===== src/verilog/spc_pkg.sv =====
// Purpose: shared constants, types and helpers for the synth config/status block
// Assumes: 32-bit APB, one aligned word per register
// Notes:   all timing counts derive from the 200 MHz pclk
package spc_pkg;

    localparam int unsigned CLK_PERIOD_PS = 5000;
    localparam int unsigned SETTLE_NS     = 50;
    localparam int unsigned SETTLE_CYC    = (SETTLE_NS * 1000 + CLK_PERIOD_PS - 1) / CLK_PERIOD_PS;
    localparam int unsigned LOCK_NS       = 1000;
    localparam int unsigned LOCK_CYC      = (LOCK_NS * 1000 + CLK_PERIOD_PS - 1) / CLK_PERIOD_PS;

    localparam logic [7:0] OFF_CTRL  = 8'h00;
    localparam logic [7:0] OFF_STAT  = 8'h04;
    localparam logic [7:0] OFF_ISTAT = 8'h08;
    localparam logic [7:0] OFF_IMASK = 8'h0c;
    localparam logic [7:0] OFF_GPIO  = 8'h10;
    localparam logic [7:0] OFF_FM_LO = 8'h14;
    localparam logic [7:0] OFF_FM_HI = 8'h18;

    localparam int unsigned FB_DIV_W     = 10;
    localparam int unsigned CTRL_DBL_BIT = 0;
    localparam int unsigned CTRL_DIV_LSB = 16;
    localparam logic [FB_DIV_W-1:0] FB_DIV_MIN = 10'h06c;
    localparam logic [FB_DIV_W-1:0] FB_DIV_MAX = 10'h22c;
    localparam logic [FB_DIV_W-1:0] FB_DIV_RST = 10'h1b0;
    localparam logic                DBL_RST    = 1'b0;

    localparam int unsigned STAT_LOCK_BIT   = 0;
    localparam int unsigned STAT_LOL_BIT    = 1;
    localparam int unsigned STAT_LOADED_BIT = 2;
    localparam int unsigned STAT_XTAL_BIT   = 3;
    localparam int unsigned STAT_SRC_LSB    = 4;

    localparam int unsigned EV_W       = 4;
    localparam int unsigned EV_LOL     = 0;
    localparam int unsigned EV_LOCK    = 1;
    localparam int unsigned EV_CFGERR  = 2;
    localparam int unsigned EV_LOADED  = 3;
    localparam logic [EV_W-1:0] IMASK_RST = 4'h0;

    localparam int unsigned GPIO_EN_BIT  = 0;
    localparam int unsigned GPIO_INV_BIT = 1;

    localparam int unsigned NUM_W = 48;
    localparam int unsigned DEN_W = 16;
    localparam logic [NUM_W-1:0] XTAL_NUM_RST = 48'h0000_017d_7840;
    localparam logic [DEN_W-1:0] XTAL_DEN_RST = 16'h0001;

    typedef struct packed {
        logic                doubler_en;
        logic [FB_DIV_W-1:0] fb_div;
    } spc_cfg_t;

    typedef struct packed {
        logic [NUM_W-1:0] num;
        logic [DEN_W-1:0] den;
    } spc_freq_t;

    typedef struct packed {
        logic [7:0] lo;
        logic [7:0] hi;
    } spc_win_t;

    typedef enum logic [1:0] {
        SRC_NONE   = 2'b00,
        SRC_OTP    = 2'b01,
        SRC_EEPROM = 2'b10
    } spc_src_t;

    typedef enum logic [1:0] {
        LD_WAIT = 2'b00,
        LD_PICK = 2'b01,
        LD_DONE = 2'b10
    } spc_load_t;

    function automatic logic spc_div_ok(input logic [FB_DIV_W-1:0] d);
        return (d >= FB_DIV_MIN) && (d <= FB_DIV_MAX);
    endfunction

    function automatic logic [31:0] spc_merge(input logic [31:0] old, input logic [31:0] wd,
                                              input logic [3:0] strb);
        logic [31:0] r;
        r = old;
        for (int i = 0; i < 4; i++) begin
            if (strb[i]) begin
                r[i*8 +: 8] = wd[i*8 +: 8];
            end
        end
        return r;
    endfunction

    // window narrows as the divider grows and when the doubler runs
    function automatic spc_win_t spc_lock_win(input spc_cfg_t c);
        spc_win_t w;
        w.lo = 8'h30 + {3'h0, c.fb_div[9:5]} + (c.doubler_en ? 8'h08 : 8'h00);
        w.hi = 8'hd0 - {3'h0, c.fb_div[9:5]} - (c.doubler_en ? 8'h08 : 8'h00);
        return w;
    endfunction

endpackage


===== src/verilog/spc_lock_det.sv =====
// Purpose: lock detector on the loop filter control voltage code
// Assumes: vctrl already synchronised
// Notes:   any excursion drops lock at once; reacquire needs a full dwell
`timescale 1ns/1ps
module spc_lock_det
    import spc_pkg::*;
#(
    parameter int unsigned DWELL = LOCK_CYC
) (
    input  wire logic     pclk,
    input  wire logic     presetn,
    input  wire logic [7:0] vctrl,
    input  spc_cfg_t      cfg,
    input  wire logic     arm,
    input  wire logic     restart,
    output logic          locked
);
    if (DWELL < 1 || DWELL > 4096) begin : g_chk
        $error("spc_lock_det DWELL out of range");
    end

    localparam int unsigned CW = $clog2(DWELL + 1);
    localparam logic [CW-1:0] DWELL_LAST = CW'(DWELL - 1);

    typedef struct packed {
        logic [CW-1:0] cnt;
        logic          locked;
    } spc_ld_t;

    spc_ld_t  st_reg;
    spc_ld_t  st_next;
    spc_win_t win;
    logic     in_win;

    always_comb begin
        win     = spc_lock_win(cfg);
        in_win  = (vctrl >= win.lo) && (vctrl <= win.hi);
        st_next = st_reg;
        if (!arm || restart || !in_win) begin
            st_next.cnt    = '0;
            st_next.locked = 1'b0;
        end else if (st_reg.cnt == DWELL_LAST) begin
            st_next.locked = 1'b1;
        end else begin
            st_next.cnt = st_reg.cnt + CW'(1);
        end
    end

    always_ff @(posedge pclk or negedge presetn) begin
        if (!presetn) begin
            st_reg <= '0;
        end else begin
            st_reg <= st_next;
        end
    end

    assign locked = st_reg.locked;
endmodule


===== src/verilog/spc_sync2.sv =====
// Purpose: two-flop synchroniser for pins from outside the pclk domain
// Assumes: each bit is a slow level; multi-bit codes may show a mixed value for one cycle
// Notes:   first stage feeds only the second
`timescale 1ns/1ps
module spc_sync2
    import spc_pkg::*;
#(
    parameter int unsigned W = 1
) (
    input  wire logic         pclk,
    input  wire logic         presetn,
    input  wire logic [W-1:0] d,
    output logic      [W-1:0] q
);
    if (W < 1) begin : g_chk
        $error("spc_sync2 needs W of at least 1");
    end

    typedef struct packed {
        logic [W-1:0] s1;
        logic [W-1:0] s2;
    } spc_sync_t;

    spc_sync_t st_reg;
    spc_sync_t st_next;

    always_comb begin
        st_next    = st_reg;
        st_next.s1 = d;
        st_next.s2 = st_reg.s1;
    end

    always_ff @(posedge pclk or negedge presetn) begin
        if (!presetn) begin
            st_reg <= '0;
        end else begin
            st_reg <= st_next;
        end
    end

    assign q = st_reg.s2;
endmodule


===== src/verilog/spc_top.sv =====
// Purpose: configuration, loading and lock status of the system synth module
// Assumes: APB slave, zero wait states; analog core, OTP and EEPROM readers outside
// Notes:   vctrl code and all straps arrive asynchronously and are synchronised here
`timescale 1ns/1ps

module spc_top
    import spc_pkg::*;
#(
    parameter int unsigned LOCK_DWELL = LOCK_CYC
) (
    input  wire logic        pclk,
    input  wire logic        presetn,
    input  wire logic [7:0]  paddr,
    input  wire logic        psel,
    input  wire logic        penable,
    input  wire logic        pwrite,
    input  wire logic [31:0] pwdata,
    input  wire logic [3:0]  pstrb,
    output logic      [31:0] prdata,
    output logic             pready,
    output logic             pslverr,
    input  wire logic        otp_enable,
    input  wire logic        otp_valid,
    input  spc_cfg_t         otp_cfg,
    input  wire logic        eeprom_enable,
    input  wire logic        eeprom_valid,
    input  spc_cfg_t         eeprom_cfg,
    input  wire logic        crystal_present,
    input  wire logic [7:0]  vctrl_code,
    output spc_cfg_t         synth_cfg,
    output spc_freq_t        xtal_freq,
    output logic             fod_src_synth,
    output logic             int_clk_ready,
    output logic             gpio_alarm,
    output logic             irq
);
    if (LOCK_DWELL < 1 || LOCK_DWELL > 4096) begin : g_chk
        $error("spc_top LOCK_DWELL out of range");
    end

    localparam int unsigned SW = $clog2(SETTLE_CYC + 1);
    localparam logic [SW-1:0] SETTLE_LAST = SW'(SETTLE_CYC - 1);
    localparam int unsigned CFG_W = $bits(spc_cfg_t);
    localparam int unsigned PIN_W = 2 * CFG_W + 13;

    typedef struct packed {
        spc_load_t       ld;
        logic [SW-1:0]   cnt;
        spc_src_t        src;
        spc_cfg_t        cfg;
        spc_freq_t       freq;
        logic [EV_W-1:0] istat;
        logic [EV_W-1:0] imask;
        logic [1:0]      gpio_cfg;
        logic            restart;
        logic            locked_d;
        logic            gpio_q;
        logic            clk_rdy;
        logic            irq_q;
        logic [31:0]     rdata;
    } spc_state_t;

    spc_state_t      st_reg;
    spc_state_t      st_next;
    logic [PIN_W-1:0] pins_async;
    logic [PIN_W-1:0] pins;
    logic            s_otp_en;
    logic            s_otp_ok;
    spc_cfg_t        s_otp_cfg;
    logic            s_ee_en;
    logic            s_ee_ok;
    spc_cfg_t        s_ee_cfg;
    logic            s_xtal;
    logic [7:0]      s_vctrl;
    logic            locked;
    logic            loaded;
    logic            alarm;
    logic            acc;
    logic            acc_w;
    logic            mapped;
    logic            bad;
    logic [EV_W-1:0] ev;
    logic [EV_W-1:0] w1c;
    logic [31:0]     wv;

    function automatic logic [31:0] ctrl_word(input spc_cfg_t c);
        return (32'(c.fb_div) << CTRL_DIV_LSB) | (32'(c.doubler_en) << CTRL_DBL_BIT);
    endfunction

    assign pins_async = {otp_enable, otp_valid, otp_cfg, eeprom_enable, eeprom_valid,
                         eeprom_cfg, crystal_present, vctrl_code};

    spc_sync2 #(
        .W (PIN_W)
    ) u_sync (
        .pclk    (pclk),
        .presetn (presetn),
        .d       (pins_async),
        .q       (pins)
    );

    assign {s_otp_en, s_otp_ok, s_otp_cfg, s_ee_en, s_ee_ok, s_ee_cfg, s_xtal, s_vctrl} = pins;
    assign loaded = (st_reg.ld == LD_DONE);

    spc_lock_det #(
        .DWELL (LOCK_DWELL)
    ) u_lock (
        .pclk    (pclk),
        .presetn (presetn),
        .vctrl   (s_vctrl),
        .cfg     (st_reg.cfg),
        .arm     (loaded & s_xtal),
        .restart (st_reg.restart),
        .locked  (locked)
    );

    // alarm stands whenever a loaded synth is not locked
    assign alarm  = loaded & ~locked;
    assign acc    = psel & penable;
    assign acc_w  = acc & pwrite;
    assign mapped = (paddr == OFF_CTRL) || (paddr == OFF_STAT) || (paddr == OFF_ISTAT) ||
                    (paddr == OFF_IMASK) || (paddr == OFF_GPIO) || (paddr == OFF_FM_LO) ||
                    (paddr == OFF_FM_HI);

    always_comb begin
        st_next         = st_reg;
        st_next.restart = 1'b0;
        ev              = '0;
        w1c             = '0;
        bad             = acc & ~mapped;
        wv              = spc_merge(ctrl_word(st_reg.cfg), pwdata, pstrb);

        unique case (st_reg.ld)
            LD_WAIT: begin
                // straps need the synchroniser plus settle time before they are trusted
                if (st_reg.cnt == SETTLE_LAST) begin
                    st_next.ld = LD_PICK;
                end else begin
                    st_next.cnt = st_reg.cnt + SW'(1);
                end
            end
            LD_PICK: begin
                st_next.ld      = LD_DONE;
                st_next.restart = 1'b1;
                ev[EV_LOADED]   = 1'b1;
                if (s_otp_en && s_otp_ok) begin
                    st_next.src = SRC_OTP;
                    st_next.cfg = s_otp_cfg;
                end else if (s_ee_en && s_ee_ok) begin
                    st_next.src = SRC_EEPROM;
                    st_next.cfg = s_ee_cfg;
                end
                // an image with an illegal divider keeps the reset default
                if (st_next.src != SRC_NONE && !spc_div_ok(st_next.cfg.fb_div)) begin
                    st_next.cfg   = st_reg.cfg;
                    ev[EV_CFGERR] = 1'b1;
                end
            end
            LD_DONE: begin
            end
            default: begin
                st_next.ld = LD_WAIT;
            end
        endcase

        if (acc_w) begin
            unique case (paddr)
                OFF_CTRL: begin
                    if (!loaded) begin
                        bad = 1'b1;
                    end else if (!spc_div_ok(wv[CTRL_DIV_LSB +: FB_DIV_W])) begin
                        bad           = 1'b1;
                        ev[EV_CFGERR] = 1'b1;
                    end else begin
                        // no range check on the product; software owns
                        st_next.cfg.fb_div     = wv[CTRL_DIV_LSB +: FB_DIV_W];
                        st_next.cfg.doubler_en = wv[CTRL_DBL_BIT];
                        st_next.restart        = 1'b1;
                    end
                end
                OFF_ISTAT: begin
                    w1c = EV_W'(spc_merge(32'h0, pwdata, pstrb));
                end
                OFF_IMASK: begin
                    st_next.imask = EV_W'(spc_merge(32'(st_reg.imask), pwdata, pstrb));
                end
                OFF_GPIO: begin
                    st_next.gpio_cfg = 2'(spc_merge(32'(st_reg.gpio_cfg), pwdata, pstrb));
                end
                OFF_FM_LO: begin
                    st_next.freq.num[31:0] = spc_merge(st_reg.freq.num[31:0],
                                                       pwdata, pstrb);
                end
                OFF_FM_HI: begin
                    wv = spc_merge({st_reg.freq.den, st_reg.freq.num[47:32]}, pwdata, pstrb);
                    st_next.freq.num[47:32] = wv[15:0];
                    st_next.freq.den        = wv[31:16];
                end
                default: begin
                end
            endcase
        end

        st_next.locked_d = locked;
        ev[EV_LOL]       = st_reg.locked_d & ~locked;
        ev[EV_LOCK]      = ~st_reg.locked_d & locked;
        // a new event beats a same-cycle clear
        st_next.istat    = (st_reg.istat & ~w1c) | ev;
        st_next.irq_q    = |(st_next.istat & st_next.imask);

        if (psel && !penable) begin
            unique case (paddr)
                OFF_CTRL:  st_next.rdata = ctrl_word(st_reg.cfg);
                OFF_STAT:  st_next.rdata = (32'(locked) << STAT_LOCK_BIT) |
                                           (32'(alarm) << STAT_LOL_BIT) |
                                           (32'(loaded) << STAT_LOADED_BIT) |
                                           (32'(s_xtal) << STAT_XTAL_BIT) |
                                           (32'(st_reg.src) << STAT_SRC_LSB);
                OFF_ISTAT: st_next.rdata = 32'(st_reg.istat);
                OFF_IMASK: st_next.rdata = 32'(st_reg.imask);
                OFF_GPIO:  st_next.rdata = 32'(st_reg.gpio_cfg);
                OFF_FM_LO: st_next.rdata = st_reg.freq.num[31:0];
                OFF_FM_HI: st_next.rdata = {st_reg.freq.den, st_reg.freq.num[47:32]};
                default:   st_next.rdata = 32'h0;
            endcase
        end

        st_next.gpio_q  = st_reg.gpio_cfg[GPIO_EN_BIT] &
                          (alarm ^ st_reg.gpio_cfg[GPIO_INV_BIT]);
        st_next.clk_rdy = locked & s_xtal;
    end

    always_ff @(posedge pclk or negedge presetn) begin
        if (!presetn) begin
            st_reg                 <= '0;
            st_reg.ld              <= LD_WAIT;
            st_reg.src             <= SRC_NONE;
            st_reg.cfg.fb_div      <= FB_DIV_RST;
            st_reg.cfg.doubler_en  <= DBL_RST;
            st_reg.freq.num        <= XTAL_NUM_RST;
            st_reg.freq.den        <= XTAL_DEN_RST;
            st_reg.imask           <= IMASK_RST;
        end else begin
            st_reg <= st_next;
        end
    end

    assign prdata        = st_reg.rdata;
    assign pready        = 1'b1;
    assign pslverr       = bad;
    assign synth_cfg     = st_reg.cfg;
    assign xtal_freq     = st_reg.freq;
    assign fod_src_synth = 1'b1;
    assign int_clk_ready = st_reg.clk_rdy;
    assign gpio_alarm    = st_reg.gpio_q;
    assign irq           = st_reg.irq_q;
endmodule

===== config.mk =====
export PLATFORM = sky130hd
export DESIGN_NAME = spc_top
export DESIGN_NICKNAME = d
export VERILOG_FILES = /design/src/verilog/spc_pkg.sv /design/src/verilog/spc_lock_det.sv /design/src/verilog/spc_sync2.sv /design/src/verilog/spc_top.sv
export SDC_FILE = /design/constraint.sdc
export NUM_CORES = 1
export LEC_CHECK = 0
export BUFFER_PORTS_ARGS = -buffer_cell sky130_fd_sc_hd__buf_2
export CAP_MARGIN = 20
export CORE_ASPECT_RATIO = 1.25
export CORE_MARGIN = 10
export CORE_UTILIZATION = 50
export DETAILED_ROUTE_END_ITERATION = 8
export PLACE_DENSITY = 0.74
export SETUP_SLACK_MARGIN = 0.1
export SYNTH_ARGS = -nofsm -noshare
export SYNTH_HDL_FRONTEND = slang
export SYNTH_SLANG_ARGS = --single-unit

===== constraint.sdc =====
create_clock -name pclk -period 3.2 [get_ports pclk]
set_input_delay 0.64 -clock pclk [delete_from_list [all_inputs] [get_ports pclk]]
set_output_delay 0.64 -clock pclk [all_outputs]
set_load 0.02 [all_outputs]

==> summary.md, run 1 <==
* **run status** finished, final reports clean
* **final core occ** 57.7%
* **maximum root-to-sink buffer count** 3
* **x dimension of the die** 145 um
* **max-cap viol count** 0
* **origin of the critical flop-to-flop path** synth_cfg[8]
* **relative slew slack** 39.9%
* **leading area contributor after synthesis** sky130_fd_sc_hd__dfrtp_1
* **non-filler cells, final** 1228
* **maximum level of the CTS H-tree** 1
* **average wire length per cell after detail routing** 18.6 um
* **crit path setup slack, layout** 0.168 ns
* **final hold slack** 0.132 ns
* **total length of routed wires** 22900 um
* **Die Y-Extent** 176 um
* **wire length of the first global-routing pass** 36400 um
* **arrival time worst endpoint** 2.39 ns
* **setup-violating endpoint count in the final report** 0
* **setup repair after global routing missed its margin** true
* **effective utilization at floorplan** 50.5%
* **largest cells by area after synthesis** sky130_fd_sc_hd__dfrtp_1 49%, sky130_fd_sc_hd__buf_4 8.5%, sky130_fd_sc_hd__mux2_2 8.1%
* **number of global-route vias before repair** 6885
* **Yosys reg bits** 209
* **kind of critical path** flip-flop to output port
* **Max rail drop VDD** 0.000523 V
* **critical path required time** 2.56 ns
* **Worst Max-Slew Pin Slew** 0.894 ns
* **# IOs** 197
* **summed instance area of the synthesized netlist** 9750 um^2
* **die area** 25500 um^2
* **Register-to-Register Path Depth** 11
* **commonest non-fill, non-tap cells in the layout** 192 x sky130_fd_sc_hd__buf_2, 189 x sky130_fd_sc_hd__dfrtp_1, 76 x sky130_fd_sc_hd__nand2_1
* **Post-Place Cells** 1184
* **Final #Nets** 1058
* **Detailed Route Iter0 Violations** 325
* **end of the worst register-to-register path** u_lock.st_reg[3]
* **overflow left after global routing** 0
* **Via-to-Cell Ratio** 5.38
* **worst skew pair latency** 0.49 ns
* **setup slack after placement** 0.161 ns
* **number of detailed-route iterations in the first pass** 5
* **Post-Route Skew** 0.00929 ns
* **Highest Clock Rate** 330 MHz
* **number of max-slew violations in the final report** 0
* **root buffer cell** sky130_fd_sc_hd__clkbuf_16
* **clock buffers created by TritonCTS** 21
* **Yosys top cell area share** 49.3%
* **maximum net fanout on the critical path** 8
* **half-perimeter wire length after placement** 16900 um
* **count of final hold-check violations** 0
* **R2R Setup Slk** 0.30 ns
* **instance area after placement** 10300 um^2
* **cell with the largest stage delay on the worst path** sky130_fd_sc_hd__or4b_4
* **kind of capture point of the worst setup path** output port
* **critical path launch point type** flip-flop
* **clock sink total** 209
* **most used flip-flop cell after synthesis** sky130_fd_sc_hd__dfrtp_1
* **average size of a mapped cell** 11.7 um^2
* **core area** 19300 um^2
* **final sum of negative setup slack** 0 ns
* **antenna violations before repair** 1
* **CTS tree** built
* **Rows** 57
* **GRT Resource Usage Total** 17.2%
* **placer's final routability congestion estimate** 0.895
* **vias post-DR** 6603
* **final cell area excluding filler cells** 11200 um^2
* **class of the most critical hold timing path** input pin to asynchronous set/reset pin
* **fraction of the cycle the final worst path needs** 94.7%
* **cells along the critical path** buf_6, mux2i_4, nand2b_4, or4b_4, nand3_2, nand2_1, nand3_1, a31oi_1, buf_4
* **Cells after Synth** 836
* **maximum number of pins on one net before global-route repair** 75
* **number of buffers inserted by port buffering** 194
* **Crit path largest cell delay** 0.54 ns
* **portion of the post-synthesis area used by sequential elements** 53.8%
* **remaining design rule violation count** 0
* **number of flops mapped to enable cells by yosys** 0
* **leak pwr** 5.44 nW
* **Yosys cell types** 69
* **number of warnings printed during yosys synthesis** 0
* **clock slew seen by the registers of the worst setup and hold paths** 0.06 ns
* **flip-flop count of the largest register, all copies and words added** 64
* **number of nets still failing antenna checks after routing** 0
* **layout overhead on the synthesized area** 14.4%
* **fraction of final layout cells sized beyond drive strength 1** 40.2%
* **final critical delay including setup and external delays** 3.03 ns
* **overall power after layout** 5.94 mW
* **share of synthesized registers carrying an async set or reset** 100%
* **power per cell area** 532 nW/um^2
* **leading cell type in the layout, fill and taps excluded** sky130_fd_sc_hd__buf_2
[where the power goes]
group          internal, mW  switching (mW)  leakage [nW]
Clock                  1.52            1.01         0.341
Sequential             2.73          0.0554          2.65
Combinational         0.263           0.369          2.45
Total                  4.51            1.43          5.44
[what timing repair did]
item | 4_1_cts | 5_1_grt
hold buffers | 0 | 0
resized for setup | 4 | 8
buffers inserted | 3 | 2
endpoints found under the setup margin | 1 | 1
pin swaps | 0 | 1
[cell families after synthesis]
| logic type | share of synthesized area (%) |
|---|---|
| flip-flops | 53.8 |
| AND/OR/NAND/NOR | 10.1 |
| AO/OA/AOI/OAI | 10.9 |
| buffers and inverters | 10.5 |
| multiplexers | 10.2 |
| adder cells (fa/ha/maj) | 3.34 |
| XOR/XNOR | 0.988 |
| other | 0.0385 |
[worst max-delay path: cells and delay by family, from the launching register on]
family | cells | cell delay, ns
AO/OA/AOI/OAI | 1 | 0.09
buffers and inverters | 2 | 0.32
flip-flops | 1 | 0.37
multiplexers | 1 | 0.22
AND/OR/NAND/NOR | 5 | 0.88
[cells in the mapped netlist (6+ instances only)]
cell type and n:
sky130_fd_sc_hd__and3_1 8, sky130_fd_sc_hd__mux2i_1 18, sky130_fd_sc_hd__clkbuf_1 16, sky130_fd_sc_hd__xor2_1 7
sky130_fd_sc_hd__nand2b_1 7, sky130_fd_sc_hd__dfstp_2 17, sky130_fd_sc_hd__nor2_1 18, sky130_fd_sc_hd__a222oi_1 9
sky130_fd_sc_hd__a22oi_1 17, sky130_fd_sc_hd__a211oi_1 7, sky130_fd_sc_hd__nor2b_1 6, sky130_fd_sc_hd__dfrtp_1 192
sky130_fd_sc_hd__nor3_1 18, sky130_fd_sc_hd__nand2_1 76, sky130_fd_sc_hd__buf_4 110, sky130_fd_sc_hd__inv_1 15
sky130_fd_sc_hd__o21ai_0 49, sky130_fd_sc_hd__a21oi_1 17, sky130_fd_sc_hd__ha_1 26, sky130_fd_sc_hd__o211ai_1 8
sky130_fd_sc_hd__nand3_1 17, sky130_fd_sc_hd__mux2_2 70
[per-layer routing]
layer / GRT usage [%] / part of all wire [%] / vias to the layer above
met5: 0 / 0 / -
met4: 5.12 / 2.3 / 0
met3: 4.17 / 6.8 / 41
met2: 29.7 / 49 / 220
met1: 20.9 / 42 / 3259
li1: - / - / 3083
[area by class of cell]
class / instances / area, um^2
antenna: 1 / 2.50
timing repair buffer: 225 / 1270
clock buffer: 26 / 574
sequential: 209 / 5260
tap: 265 / 332
fill: 1605 / 8170
clock inverter: 11 / 140
multi-input combinational: 475 / 3530
inverter: 16 / 60.1
[how the worst max path moves through the flow]
stage | from | endpoint | slack (ns) | cells past startpoint
after floorplan | synth_cfg[8] | u_lock.st_reg[3] | 0.38 | 12
after global placement | pstrb[2] | pslverr | 0.20 | 9
after detailed placement | pstrb[2] | pslverr | 0.16 | 9
after CTS | synth_cfg[8] | pslverr | 0.11 | 9
after global routing | synth_cfg[8] | pslverr | 0.09 | 9
final | synth_cfg[8] | pslverr | 0.17 | 9
(Power assumes the default switching activity.)
==> run 2: changes to the inputs <==
Settings changed: BUFFER_PORTS_ARGS -buffer_cell sky130_fd_sc_hd__buf_2 to not set, CAP_MARGIN 20 to 5, DONT_BUFFER_PORTS set to 1, PLACE_DENSITY 0.74 to 0.65, SYNTH_HIERARCHICAL set to 1.
==> run 2 against run 1 <==
Compared with the run above:
- core utilization decreased by 5.1 points
- power decreased by 3.1%
- area after synthesis increased by 0.80%
- combinational power decreased by 28%
- the run now ends with negative hold slack left
- global-route usage increased by 1.1 points
- die area increased by 0.70%
==> summary.md, run 2 <==
* **GRT Resource Usage Total** 18.3%
* **average wire length per cell after detail routing** 23.0 um
* **portion of total power attributed to the clock network** 43.4%
* **number of warnings printed during yosys synthesis** 6
* **final critical delay including setup and external delays** 3.02 ns
* **maximum root-to-sink buffer count** 3
* **Filler Cell Count** 1704
* **core area** 19400 um^2
* **Detailed Route Iter0 Violations** 401
* **number of flops mapped to enable cells by yosys** 0
* **maximum number of pins on one net before global-route repair** 210
* **setup slack after placement** 0.110 ns
* **die area** 25700 um^2
* **largest cells by area after synthesis** sky130_fd_sc_hd__dfrtp_1 49%, sky130_fd_sc_hd__buf_4 8.3%, sky130_fd_sc_hd__mux2_1 7.7%
* **Worst Max-Slew Pin Slew** 0.729 ns
* **class of the most critical hold timing path** input pin to asynchronous set/reset pin
* **Die Y-Extent** 177 um
* **maximum level of the CTS H-tree** 1
* **maximum net fanout on the critical path** 3
* **clock buffers created by TritonCTS** 22
* **number of nets still failing antenna checks after routing** 0
* **leak pwr** 4.57 nW
* **arrival time worst endpoint** 2.38 ns
* **setup repair after global routing missed its margin** false
* **most used flip-flop cell after synthesis** sky130_fd_sc_hd__dfrtp_1
* **number of detailed-route iterations in the first pass** 5
* **root buffer cell** sky130_fd_sc_hd__clkbuf_16
* **fraction of final layout cells sized beyond drive strength 1** 15.5%
* **Post-Route Skew** 0.0125 ns
* **total length of routed wires** 23900 um
* **average size of a mapped cell** 11.6 um^2
* **summed instance area of the synthesized netlist** 9830 um^2
* **part of the total power dissipated in sequential elements** 48.7%
* **layout overhead on the synthesized area** 3.93%
* **total net switching power** 1.32 mW
* **Final #Nets** 867
* **clock sink total** 209
* **number of max-slew violations in the final report** 0
* **fraction of the cycle the final worst path needs** 94.2%
* **kind of capture point of the worst setup path** output port
* **combinational share of power** 7.9%
* **setup-violating endpoint count in the final report** 0
* **remaining design rule violation count** 0
* **failing checks** negative hold slack
* **Max rail drop VDD** 0.000459 V
* **max-cap viol count** 0
* **run status** finished with violations
* **most repeated cell in the gate-level netlist after synthesis** sky130_fd_sc_hd__dfrtp_1
* **kind of critical path** flip-flop to output port
* **placer's final routability congestion estimate** 0.882
* **switching part of the total power** 22.9%
* **leading area contributor after synthesis** sky130_fd_sc_hd__dfrtp_1
* **Rows** 57
* **count of final hold-check violations** 192
* **overflow left after global routing** 0
* **number of antenna cells inserted** 0
* **CTS tree** built
* **number of global-route vias before repair** 6437
* **half-perimeter wire length after placement** 17900 um
* **effective utilization at floorplan** 50.7%
* **critical path launch point type** flip-flop
* **overall power after layout** 5.75 mW
* **power per cell area** 563 nW/um^2
* **flip-flop count of the largest register, all copies and words added** 64
* **internal power** 4.44 mW
* **Yosys cell types** 76
* **Yosys reg bits** 209
* **Yosys top cell area share** 48.9%
* **# IOs** 197
* **antenna violations before repair** 0
* **critical path required time** 2.56 ns
* **commonest non-fill, non-tap cells in the layout** 190 x sky130_fd_sc_hd__dfrtp_1, 78 x sky130_fd_sc_hd__nand2_1, 67 x sky130_fd_sc_hd__mux2_1
* **crit path setup slack, layout** 0.185 ns
* **vias post-DR** 6014
* **relative slew slack** 51.3%
* **wire length of the first global-routing pass** 37800 um
* **Highest Clock Rate** 332 MHz
* **final hold slack** -0.154 ns
* **Via-to-Cell Ratio** 5.79
* **clock slew seen by the registers of the worst setup and hold paths** 0.06 ns
* **ranking of synthesized cells by instance count** 192 x sky130_fd_sc_hd__dfrtp_1, 109 x sky130_fd_sc_hd__buf_4, 78 x sky130_fd_sc_hd__nand2_1
* **leading cell type in the layout, fill and taps excluded** sky130_fd_sc_hd__dfrtp_1
* **Cells after Synth** 851
* **share of synthesized registers carrying an async set or reset** 100%
* **portion of the post-synthesis area used by sequential elements** 53.4%
* **number of buffers inserted by port buffering** 0
* **final sum of negative setup slack** 0 ns
* **worst skew pair latency** 0.50 ns
* **x dimension of the die** 145 um
## run 2: changes by cell type in the layout (fill, tap and decap cells not counted), sizes merged, moves of 6 or more
cell | previous run | this run
a31oi | 6 | 14
clkbuf | 27 | 38
buf | 224 | 22
a211oi | 9 | 3
nor3 | 22 | 11
nor2 | 22 | 38
## run 2: power by group through the flow
stage / sequential [mW] / combinational [mW] / clock (mW)
floorplan: 2.82 / 0.354 / 0
global placement: 2.85 / 0.414 / 0
detailed placement: 2.85 / 0.432 / 0
CTS: 2.80 / 0.442 / 2.57
global route: 2.81 / 0.505 / 2.68
finish: 2.80 / 0.453 / 2.50
## run 2: worst paths after layout
check,start,to,slack (ns),depth (start not counted)
setup reg to reg,synth_cfg[8],u_lock/st_reg[7],0.29,11
hold / removal,presetn,prdata[26],-0.15,0
hold reg to reg,u_sync/st_next[18],u_sync/q[18],0.34,0
setup / recovery,synth_cfg[6],pslverr,0.18,8
max in group asynchronous,presetn,u_sync/st_next[8],2.80,0
min in group pclk,vctrl_code[6],u_sync/st_next[6],0.17,0
## run 2: area by class of cell
type | count | area, um^2 | area share, %
well taps | 265 | 332 | 3.25
flip-flops and latches | 209 | 5250 | 51.4
repair buffers | 22 | 181 | 1.78
clock inverters | 1 | 8.76 | 0.0857
multi-input cells | 489 | 3660 | 35.8
clock buffers | 38 | 722 | 7.07
inverters | 15 | 56.3 | 0.551
## run 2: stage by stage
| step | cell area (um^2) | util [%] | std cells |
|---|---|---|---|
| 6_report | 10200 | 52.7 | 1039 |
| 5_1_grt | 10200 | 52.7 | 1039 |
| 4_1_cts | 10200 | 52.4 | 1039 |
| 3_5_place_dp | 9390 | 48.4 | 999 |
| 3_3_place_gp | 9390 | 48.4 | 999 |
| 2_1_floorplan | 9830 | - | 852 |
## run 2: repair_timing
action                                  in CTS  in global routing
setup buffers                                1                  0
hold endpoints to repair                   192                196
resized for setup                            7                 10
endpoints found under the setup margin       1                  6
## run 2: worst max-delay path, cell delays in order (launching register included)
cell and delay [ns]:
sky130_fd_sc_hd__dfrtp_2 0.42, sky130_fd_sc_hd__buf_4 0.19, sky130_fd_sc_hd__mux2i_4 0.19, sky130_fd_sc_hd__nand4_1 0.12, sky130_fd_sc_hd__or3_4 0.45, sky130_fd_sc_hd__a21oi_4 0.15, sky130_fd_sc_hd__nand3b_1 0.13, sky130_fd_sc_hd__a31oi_1 0.08
sky130_fd_sc_hd__buf_4 0.16
## run 2: kinds of logic (layout without fill, tap and decap cells)
| logic type | after synthesis | in the layout | synth area share [%] |
|---|---|---|---|
| DFF | 209 | 209 | 53.4 |
| and+or+nand+nor | 209 | 209 | 11.3 |
| buffers and inverters | 154 | 76 | 10.2 |
| AOI/OAI and AO/OA | 152 | 152 | 10.7 |
| muxes | 88 | 88 | 10.1 |
| adders and majority gates | 25 | 25 | 3.17 |
| xor gates and xnor gates | 13 | 13 | 1.16 |
| other | 1 | 2 | 0.0382 |
## run 2: per-layer routing
metal	up-vias	global-route usage (%)	part of all wire, %
met3	43	7.37	11
met4	0	7.09	3.1
met1	2988	20.8	38
met2	248	30.3	48
li1	2735	-	-
met5	-	0	0
